`src/design/bbmau_pkg.sv`:
```
// Constants and types of the broadband MAU control block
package bbmau_pkg;

  // **************************************************
  // Timing
  // **************************************************
  localparam int CLK_NS = 10;
  localparam int BIT_NS = 100;
  localparam int BIT_CYC = BIT_NS / CLK_NS;
  localparam logic [3:0] DIV_LAST = 4'(BIT_CYC - 1);
  localparam int BITS_PER_MS = 1000000 / BIT_NS;
  localparam int TIMEOUT1_MS = 25;
  localparam int TIMEOUT2_MS = 100;
  localparam logic [9:0] CED_WIN_BITS = 10'h1c2;
  localparam logic [5:0] UMD_TMO_BITS = 6'h20;
  localparam logic [7:0] BBBW_BITS = 8'h8f;
  localparam logic [4:0] GATE_DLY = 5'h0a;
  localparam logic [4:0] GATE_END = 5'h14;
  localparam logic [4:0] SQE_TEST_BITS = 5'h18;
  localparam logic [7:0] UMD_PAT = 8'h5e;

  // **************************************************
  // Register map
  // **************************************************
  localparam logic [11:0] ADDR_CTRL = 12'h000;
  localparam logic [11:0] ADDR_STAT = 12'h004;
  localparam logic [11:0] ADDR_CCNT = 12'h008;
  localparam int CTRL_PDIS = 0;
  localparam logic CTRL_PDIS_RST = 1'h0;
  localparam int STAT_SQE = 0;
  localparam int STAT_RX = 1;
  localparam int STAT_DDRV = 2;
  localparam int STAT_CDRV = 3;
  localparam int STAT_MS = 4;
  localparam int STAT_JB = 8;

  // **************************************************
  // Types
  // **************************************************
  typedef enum logic [2:0] {
    MS_IDLE = 3'h0,
    MS_TX = 3'h1,
    MS_SQE = 3'h3,
    MS_COLL = 3'h5,
    MS_RX = 3'h4
  } bbmau_ms_t;

  typedef enum logic [1:0] {
    JB_IDLE = 2'h0,
    JB_INT = 2'h1,
    JB_JAB = 2'h3
  } bbmau_jb_t;

  // Serial bit with valid: valid low means IDL
  typedef struct packed {
    logic valid;
    logic bit_v;
  } bbmau_bit_t;

  typedef struct packed {
    logic psel;
    logic penable;
    logic pwrite;
    logic [11:0] paddr;
    logic [31:0] pwdata;
  } bbmau_apb_req_t;

  typedef struct packed {
    logic [31:0] prdata;
    logic pready;
    logic pslverr;
  } bbmau_apb_rsp_t;

endpackage

```
`src/design/bbmau_core.sv`:
```
// Broadband MAU collision, SQE and jabber control with APB registers
//
// Register access over APB and the register addresses are this design's own decisions.
`timescale 1ns/1ps
`default_nettype none

module bbmau_core #(
  parameter logic [19:0] T1_BITS =
    20'(bbmau_pkg::TIMEOUT1_MS * bbmau_pkg::BITS_PER_MS),
  parameter logic [19:0] T2_BITS =
    20'(bbmau_pkg::TIMEOUT2_MS * bbmau_pkg::BITS_PER_MS)
) (
  // Clock and reset
  input wire logic clock,
  input wire logic resetn,
  // APB slave
  input wire bbmau_pkg::bbmau_apb_req_t apb_req,
  output bbmau_pkg::bbmau_apb_rsp_t apb_rsp,
  // AUI side
  input wire bbmau_pkg::bbmau_bit_t dte_do,
  output bbmau_pkg::bbmau_bit_t dte_di,
  output logic ci_sqe,
  // Receive path from demodulator
  input wire logic rf_data_band,
  input wire logic rf_ce_band,
  input wire logic rx_scr_bit,
  input wire bbmau_pkg::bbmau_bit_t rx_in,
  // Transmit path
  input wire logic tx_scr_bit,
  output logic data_drv_en,
  output logic ce_drv_en
);
  import bbmau_pkg::*;

  // **************************************************
  // Bit clock enable
  // **************************************************
  logic [3:0] div_r;
  logic bit_en;

  always_ff @(posedge clock) begin
    if (!resetn || div_r == DIV_LAST) begin
      div_r <= 4'h0;
    end else begin
      div_r <= div_r + 4'h1;
    end
  end

  assign bit_en = (div_r == DIV_LAST);

  // **************************************************
  // Receive energy and windows
  // **************************************************
  logic rx_energy;
  logic rxe_q_r;
  logic dband_q_r;
  logic [9:0] cw_cnt_r;
  logic ced_window;
  bbmau_ms_t ms_r;
  bbmau_ms_t ms_nxt;
  bbmau_jb_t jb_r;

  assign rx_energy = rf_data_band | rf_ce_band;

  always_ff @(posedge clock) begin
    if (!resetn) begin
      rxe_q_r <= 1'h0;
      dband_q_r <= 1'h0;
    end else begin
      rxe_q_r <= rx_energy;
      dband_q_r <= rf_data_band;
    end
  end

  always_ff @(posedge clock) begin
    if (!resetn) begin
      cw_cnt_r <= 10'h000;
    end else if (rx_energy && !rxe_q_r) begin
      cw_cnt_r <= CED_WIN_BITS;
    end else if (bit_en && cw_cnt_r != 10'h000) begin
      cw_cnt_r <= cw_cnt_r - 10'h001;
    end
  end

  assign ced_window = (cw_cnt_r != 10'h000);

  // **************************************************
  // UMD detection and timeout
  // **************************************************
  logic [7:0] tx_sh_r;
  logic [7:0] rx_sh_r;
  logic tx_found_r;
  logic rx_found_r;
  logic tx_umd;
  logic rx_umd;
  logic [5:0] ut_cnt_r;
  logic ut_arm_r;
  logic umd_exp;

  assign tx_umd = bit_en && dte_do.valid && !tx_found_r &&
    ({tx_sh_r[6:0], tx_scr_bit} == UMD_PAT);
  assign rx_umd = bit_en && rf_data_band && !rx_found_r &&
    ({rx_sh_r[6:0], rx_scr_bit} == UMD_PAT);

  always_ff @(posedge clock) begin
    if (!resetn) begin
      tx_sh_r <= 8'h00;
      tx_found_r <= 1'h0;
    end else if (!dte_do.valid) begin
      tx_sh_r <= 8'h00;
      tx_found_r <= 1'h0;
    end else if (bit_en) begin
      tx_sh_r <= {tx_sh_r[6:0], tx_scr_bit};
      tx_found_r <= tx_found_r | tx_umd;
    end
  end

  always_ff @(posedge clock) begin
    if (!resetn) begin
      rx_sh_r <= 8'h00;
      rx_found_r <= 1'h0;
    end else if (!rf_data_band) begin
      rx_sh_r <= 8'h00;
      rx_found_r <= 1'h0;
    end else if (bit_en) begin
      rx_sh_r <= {rx_sh_r[6:0], rx_scr_bit};
      rx_found_r <= rx_found_r | rx_umd;
    end
  end

  always_ff @(posedge clock) begin
    if (!resetn || !rf_data_band) begin
      ut_cnt_r <= 6'h00;
      ut_arm_r <= 1'h0;
    end else if (!dband_q_r) begin
      ut_cnt_r <= UMD_TMO_BITS;
      ut_arm_r <= 1'h1;
    end else if (rx_umd) begin
      ut_arm_r <= 1'h0;
    end else if (bit_en && ut_cnt_r != 6'h00) begin
      ut_cnt_r <= ut_cnt_r - 6'h01;
    end
  end

  assign umd_exp = ut_arm_r && (ut_cnt_r == 6'h00);

  // **************************************************
  // Bit-by-bit compare
  // **************************************************
  logic tx_mem [0:255];
  logic [7:0] tw_idx_r;
  logic [7:0] rc_idx_r;
  logic bbbw_r;
  logic ne_r;

  always_ff @(posedge clock) begin
    if (!resetn || tx_umd) begin
      tw_idx_r <= 8'h00;
    end else if (bit_en && tx_found_r && dte_do.valid &&
                 tw_idx_r < BBBW_BITS) begin
      tx_mem[tw_idx_r] <= tx_scr_bit;
      tw_idx_r <= tw_idx_r + 8'h01;
    end
  end

  always_ff @(posedge clock) begin
    if (!resetn || !rf_data_band) begin
      bbbw_r <= 1'h0;
      rc_idx_r <= 8'h00;
    end else if (rx_umd) begin
      bbbw_r <= 1'h1;
      rc_idx_r <= 8'h00;
    end else if (bit_en && bbbw_r) begin
      bbbw_r <= (rc_idx_r != BBBW_BITS - 8'h01);
      rc_idx_r <= rc_idx_r + 8'h01;
    end
  end

  // mismatch flag, held clear while the state machine is idle
  always_ff @(posedge clock) begin
    if (!resetn || ms_r == MS_IDLE) begin
      ne_r <= 1'h0;
    end else if (bit_en && bbbw_r && ms_r == MS_TX &&
                 tx_mem[rc_idx_r] != rx_scr_bit) begin
      ne_r <= 1'h1;
    end
  end

  // **************************************************
  // Receive data to DI and SQE test gate
  // **************************************************
  logic rx_r;
  logic [4:0] gate_cnt_r;
  logic ced_gate;
  logic [4:0] st_cnt_r;
  logic sqe_timer;

  always_ff @(posedge clock) begin
    if (!resetn) begin
      dte_di <= '0;
      rx_r <= 1'h0;
    end else begin
      dte_di.valid <= rx_in.valid;
      dte_di.bit_v <= rx_in.valid & rx_in.bit_v;
      rx_r <= rx_in.valid;
    end
  end

  // gate timed from the last DI bit
  always_ff @(posedge clock) begin
    if (!resetn) begin
      gate_cnt_r <= GATE_END;
    end else if (rx_r && !rx_in.valid) begin
      gate_cnt_r <= 5'h00;
    end else if (bit_en && gate_cnt_r != GATE_END) begin
      gate_cnt_r <= gate_cnt_r + 5'h01;
    end
  end

  assign ced_gate = (gate_cnt_r >= GATE_DLY) && (gate_cnt_r < GATE_END);

  always_ff @(posedge clock) begin
    if (!resetn) begin
      st_cnt_r <= 5'h00;
    end else if (ms_r == MS_TX && ms_nxt == MS_SQE) begin
      st_cnt_r <= SQE_TEST_BITS;
    end else if (bit_en && st_cnt_r != 5'h00) begin
      st_cnt_r <= st_cnt_r - 5'h01;
    end
  end

  assign sqe_timer = (st_cnt_r != 5'h00);

  // **************************************************
  // Main state machine
  // **************************************************
  logic coll_det;

  assign coll_det = ne_r | umd_exp | rf_ce_band;

  always_comb begin
    ms_nxt = ms_r;
    case (ms_r)
      MS_IDLE: begin
        if (dte_do.valid) begin
          ms_nxt = rx_energy ? MS_COLL : MS_TX;
        end else if (rx_energy) begin
          ms_nxt = MS_RX;
        end
      end
      MS_RX: begin
        if (dte_do.valid) begin
          ms_nxt = MS_COLL;
        end else if (!rx_energy) begin
          ms_nxt = MS_IDLE;
        end
      end
      MS_TX: begin
        if (coll_det) begin
          ms_nxt = MS_COLL;
        end else if (!dte_do.valid) begin
          ms_nxt = MS_SQE;
        end
      end
      MS_SQE: begin
        if (!sqe_timer && !rf_ce_band) begin
          ms_nxt = MS_IDLE;
        end
      end
      MS_COLL: begin
        if (!dte_do.valid && !rx_energy) begin
          ms_nxt = MS_IDLE;
        end
      end
      default: ms_nxt = MS_IDLE;
    endcase
  end

  always_ff @(posedge clock) begin
    if (!resetn) begin
      ms_r <= MS_IDLE;
    end else begin
      ms_r <= ms_nxt;
    end
  end

  // **************************************************
  // Jabber timers and state machine
  // **************************************************
  logic [19:0] ft_cnt_r;
  logic [19:0] jt_cnt_r;
  logic tx_energy;

  // Intended RF output, ahead of the jabber gate
  assign tx_energy = (ms_r == MS_TX) ||
    (ms_r == MS_COLL && dte_do.valid) || (ms_r == MS_SQE && sqe_timer);

  always_ff @(posedge clock) begin
    if (!resetn || !dte_do.valid) begin
      ft_cnt_r <= 20'h00000;
    end else if (bit_en && ft_cnt_r != T1_BITS) begin
      ft_cnt_r <= ft_cnt_r + 20'h00001;
    end
  end

  always_ff @(posedge clock) begin
    if (!resetn || !tx_energy) begin
      jt_cnt_r <= 20'h00000;
    end else if (bit_en && jt_cnt_r != T2_BITS) begin
      jt_cnt_r <= jt_cnt_r + 20'h00001;
    end
  end

  always_ff @(posedge clock) begin
    if (!resetn) begin
      jb_r <= JB_IDLE;
    end else begin
      case (jb_r)
        JB_IDLE: begin
          if (jt_cnt_r == T2_BITS) begin
            jb_r <= JB_JAB;
          end else if (ft_cnt_r == T1_BITS) begin
            jb_r <= JB_INT;
          end
        end
        JB_INT: begin
          if (jt_cnt_r == T2_BITS) begin
            jb_r <= JB_JAB;
          end else if (!dte_do.valid) begin
            jb_r <= JB_IDLE;
          end
        end
        JB_JAB: begin
          if (!dte_do.valid) begin
            jb_r <= JB_IDLE;
          end
        end
        default: jb_r <= JB_IDLE;
      endcase
    end
  end

  // **************************************************
  // Drivers and SQE
  // **************************************************
  logic ctrl_pdis_r;
  logic pos_disable;
  logic jb_ovr;
  logic want_ce;
  logic sqe_nxt;

  assign pos_disable = ctrl_pdis_r | (jb_r == JB_JAB);
  assign jb_ovr = (jb_r != JB_IDLE);
  // CE burst for the self test or enforcement
  assign want_ce = (ms_r == MS_COLL && dte_do.valid) ||
    (ms_r == MS_SQE && sqe_timer);

  always_ff @(posedge clock) begin
    if (!resetn) begin
      ce_drv_en <= 1'h0;
      data_drv_en <= 1'h0;
    end else begin
      ce_drv_en <= want_ce && !jb_ovr && !pos_disable;
      data_drv_en <= ms_r == MS_TX && !want_ce && !jb_ovr &&
        !pos_disable;
    end
  end

  assign sqe_nxt = (ms_r == MS_COLL && rx_energy) ||
    ((ms_r == MS_IDLE || ms_r == MS_RX) && rf_ce_band && ced_window) ||
    (ms_r == MS_SQE && rf_ce_band && ced_gate) || jb_ovr;

  // IDL on CI when no SQE
  always_ff @(posedge clock) begin
    if (!resetn) begin
      ci_sqe <= 1'h0;
    end else begin
      ci_sqe <= sqe_nxt;
    end
  end

  // **************************************************
  // APB registers
  // **************************************************
  logic [15:0] ccnt_r;
  logic [31:0] prdata_r;
  logic mapped;
  logic wr_ctrl;

  assign mapped = apb_req.paddr == ADDR_CTRL ||
    apb_req.paddr == ADDR_STAT || apb_req.paddr == ADDR_CCNT;
  assign wr_ctrl = apb_req.psel && apb_req.penable && apb_req.pwrite &&
    apb_req.paddr == ADDR_CTRL;

  always_ff @(posedge clock) begin
    if (!resetn) begin
      ctrl_pdis_r <= CTRL_PDIS_RST;
    end else if (wr_ctrl) begin
      ctrl_pdis_r <= apb_req.pwdata[CTRL_PDIS];
    end
  end

  always_ff @(posedge clock) begin
    if (!resetn) begin
      ccnt_r <= 16'h0000;
    end else if (ms_nxt == MS_COLL && ms_r != MS_COLL) begin
      ccnt_r <= ccnt_r + 16'h0001;
    end
  end

  // Read data captured in the setup phase
  always_ff @(posedge clock) begin
    if (!resetn) begin
      prdata_r <= 32'h00000000;
    end else if (apb_req.psel && !apb_req.penable) begin
      prdata_r <= 32'h00000000;
      case (apb_req.paddr)
        ADDR_CTRL: prdata_r[CTRL_PDIS] <= ctrl_pdis_r;
        ADDR_STAT: begin
          prdata_r[STAT_SQE] <= ci_sqe;
          prdata_r[STAT_RX] <= rx_r;
          prdata_r[STAT_DDRV] <= data_drv_en;
          prdata_r[STAT_CDRV] <= ce_drv_en;
          prdata_r[STAT_MS +: 3] <= ms_r;
          prdata_r[STAT_JB +: 2] <= jb_r;
        end
        ADDR_CCNT: prdata_r[15:0] <= ccnt_r;
        default: prdata_r <= 32'h00000000;
      endcase
    end
  end

  assign apb_rsp.prdata = prdata_r;
  assign apb_rsp.pready = 1'h1;
  assign apb_rsp.pslverr = apb_req.psel && apb_req.penable && !mapped;
endmodule

`default_nettype wire

```
`config.mk`:
```
export PLATFORM = sky130hd
export DESIGN_NAME = bbmau_core
export DESIGN_NICKNAME = d
export VERILOG_FILES = /design/src/design/bbmau_pkg.sv /design/src/design/bbmau_core.sv
export SDC_FILE = /design/constraint.sdc
export NUM_CORES = 1
export LEC_CHECK = 0
export ABC_AREA = 0
export BUFFER_PORTS_ARGS = -buffer_cell sky130_fd_sc_hd__buf_2
export CORE_UTILIZATION = 64
export DETAILED_ROUTE_END_ITERATION = 6
export PLACE_DENSITY_LB_ADDON = 0.3
export SLEW_MARGIN = 0
export SYNTH_ARGS = -nofsm -noshare
export SYNTH_HDL_FRONTEND = slang
export SYNTH_SLANG_ARGS = --single-unit
```
`constraint.sdc`:
```
create_clock -name clock -period 6.9 [get_ports clock]
set_input_delay 1.035 -clock clock [delete_from_list [all_inputs] [get_ports clock]]
set_output_delay 1.035 -clock clock [all_outputs]
set_load 0.1 [all_outputs]
```
==> reports/qor.csv <==
metric,value,unit
Worst Max-Slew Pin Slew,1100,ps
GRT Total Usage,25.3,%
met3 Usage GRT,3.72,%
ys async rst share,0,%
GP Congestion,0.854,
Top Usage Layer GRT,met2,
CP dominant cell by count,buf_2,
worst min-delay path class,reg -> reg,
final antenna-violating net count,0,
area share of the largest cell type after synthesis,43.3,%
hold depth,2,
CP top delay family,simple AND/OR/NAND/NOR gates,
minimum clock period,4070,ps
number of diodes,0,
Hold WS,457,ps
critical setup path kind,in -> out,
met1 GRT Util,33.8,%
status,"complete, no violations",
Post-synth EDFFs,256,
Lkg Pwr,6.67,nW
Via density,5.73,
CTS tree,built,
Clock Pin Slew Worst Setup and Hold Paths,60,ps
hold path start,ut_arm_r,
core area,27100,sq um
CTS Hold Buffers Added,0,
Critical Path RT,5860,ps
htree depth,2,
crit share post-route,59.0,%
most common library cells after synthesis,"nor2_1 (268), edfxtp_1 (256), dfxtp_1 (158)",
crit path cell chain,"buf_2, nor4_1, nand3_1, nor3b_1, nor3_1, buf_2",
die width,169,um
"Worst Setup Slack, final",2830,ps
Startpoint Class,primary input,
Hold EP,ut_arm_r,
"Distinct cells, synth",70,
final setup vio count,0,
number of global-route vias before repair,11343,
post-layout util,73.7,%
Mapped Cells,1487,
setup TNS,0,ps
Worst Reg-to-Reg Cells,9,
YS warnings,0,
CP Capture Type,output pin,
CP Buf/Inv Count,2,
relative slew slack,26.2,%
final wirelength,35100,um
Detailed Route Iter0 Violations,1289,
worst-skew pair later-pin latency,540,ps
Reg2Reg Setup Slack,3170,ps
crit path DAT,3040,ps
reg-to-reg endpoint,ne_r,
"Setup Fix Bufs, Post-CTS",0,
register area share after synthesis,61.1,%
fin cells,2027,
WL/cell,17.3,um
GR Layer Usage met2,42.4,%
clk sinks,414,
top achievable clock speed,0.246,GHz
cts repair resizes,0,
Area Growth Syn to Fin,12.4,%
Starting Density,65.6,%
DP Cell Count,1951,
Die Span Y,169,um
drt drc,0,
largest net degree at the start of global routing,134,
# nets final,1701,
max-capacitance violation count,0,
dpl cell area,18500,sq um
largest fanout on the critical path,9,
"IR drop worst, VDD",248,uV
DP HPWL,21500,um
Final Cell Area,20000,sq um
Cell Rows,60,
post-synthesis average cell area,12.0,sq um
max incr delay on CP,950,ps
ranking of synthesized cells by area,"edfxtp_1 (43%), dfxtp_1 (18%), nor2_1 (5.7%)",
grt ovf,0,
total power,5.28,mW
CTS Buffer Depth,3,
layout cells sized above 1,10.8,%
DIE AREA,28400,sq um
unrepaired setup endpoints after global routing,no,
synthesized area,17800,sq um
pwr dens,264,nW/um^2
DP Worst Slack,2740,ps
CTS buffer count,42,
vias,11618,
Seq cells post-synth,414,
skew final,14.2,ps
IO buf count,46,
Main synth FF type,edfxtp_1,
cell taking the most area after synthesis,edfxtp_1,
First-pass DRT Iterations,5,
initial antenna violation count,0,
CTS root buf,clkbuf_16,
highest-delay cell along the critical path,nor3b_1,
"count leader, synth",nor2_1,
Top-Level Pins,96,
Final Hold Viols,0,
Slew Limit Fails,0,
first-pass GRT wire length,56600,um
-- logic make-up after synthesis --
kind of cell | after synthesis | synth area share, %
simple gates | 605 | 16.1
buf+inv | 116 | 3.22
mux | 92 | 8.32
compound gates | 161 | 6.05
other cells | 2 | 0.0423
flops | 414 | 61.1
fa+ha+maj | 21 | 1.48
xor+xnor | 76 | 3.75
-- area by class of cell --
class	count	area, sq um
fill	1729	7120
tap	372	465
inverter	27	101
clock buffer	56	1210
timing repair buffer	53	289
sequential	414	10900
clock inverter	20	233
multi-input combinational	1085	6830
-- routing by layer --
layer	part of all wire (%)	up-vias
li1	-	5494
met3	6.7	77
met2	49	438
met1	42	5609
met4	2.9	0
met5	0	-
-- cells in the final DEF, fill, tap and decap left out, types with 9 or more instances in the layout --
cell         n
a221oi_1     9
clkbuf_16   46
nor2b_1     25
edfxtp_1   256
dfxtp_1    156
a21oi_1     46
nor2_1     268
a22oi_1     18
xnor2_1     33
nand3_1     58
nor4b_1     10
xor2_1      43
inv_1       27
conb_1     130
nor3_1      16
and3_1      11
or3_1       20
buf_2       45
mux2i_1     43
and2_1      18
a21boi_0    21
nor3b_1     11
mux4_2      44
o21ai_0     24
nand4_1     28
nand2_1    101
ha_1        21
-- worst max path at each step --
stage / cells after the start / slack (ps) / from / end
final: 6 / 2830 / apb_req[39] / apb_rsp[0]
after global routing: 6 / 2670 / apb_req[39] / apb_rsp[0]
after CTS: 6 / 2820 / apb_req[39] / apb_rsp[0]
after detailed placement: 8 / 2740 / tx_scr_bit / tx_mem[6]
after global placement: 6 / 2830 / apb_req[39] / apb_rsp[0]
after floorplan: 4 / 2490 / apb_req[38] / apb_rsp[0]
-- sequential cells by signal, summed over array words and instances, names as in the netlist, 2 cells and up, named ones only --
signal / count
ms_r: 3
tw_idx_r: 8
st_cnt_r: 5
ccnt_r: 16
div_r: 4
cw_cnt_r: 10
jt_cnt_r: 20
gate_cnt_r: 5
rx_sh_r: 7
rc_idx_r: 8
ut_cnt_r: 6
jb_r: 2
tx_sh_r: 7
tx_mem: 256
ft_cnt_r: 20
prdata_r: 16
-- worst register-to-register path: cells and delay by family (launching register included) --
kind / cells / cell delay [ps]
compound gates: 3 / 620
buf+inv: 1 / 640
flops: 1 / 920
mux: 1 / 440
simple gates: 4 / 1000
-- power breakdown --
group | internal, mW | switching [mW] | total [mW] | leakage (nW)
registers | 2.70 | 0.0280 | 2.73 | 3.67
logic | 0.0525 | 0.158 | 0.211 | 2.29
clock network | 1.42 | 0.921 | 2.34 | 0.702
Power figures use the tool's default switching activity.
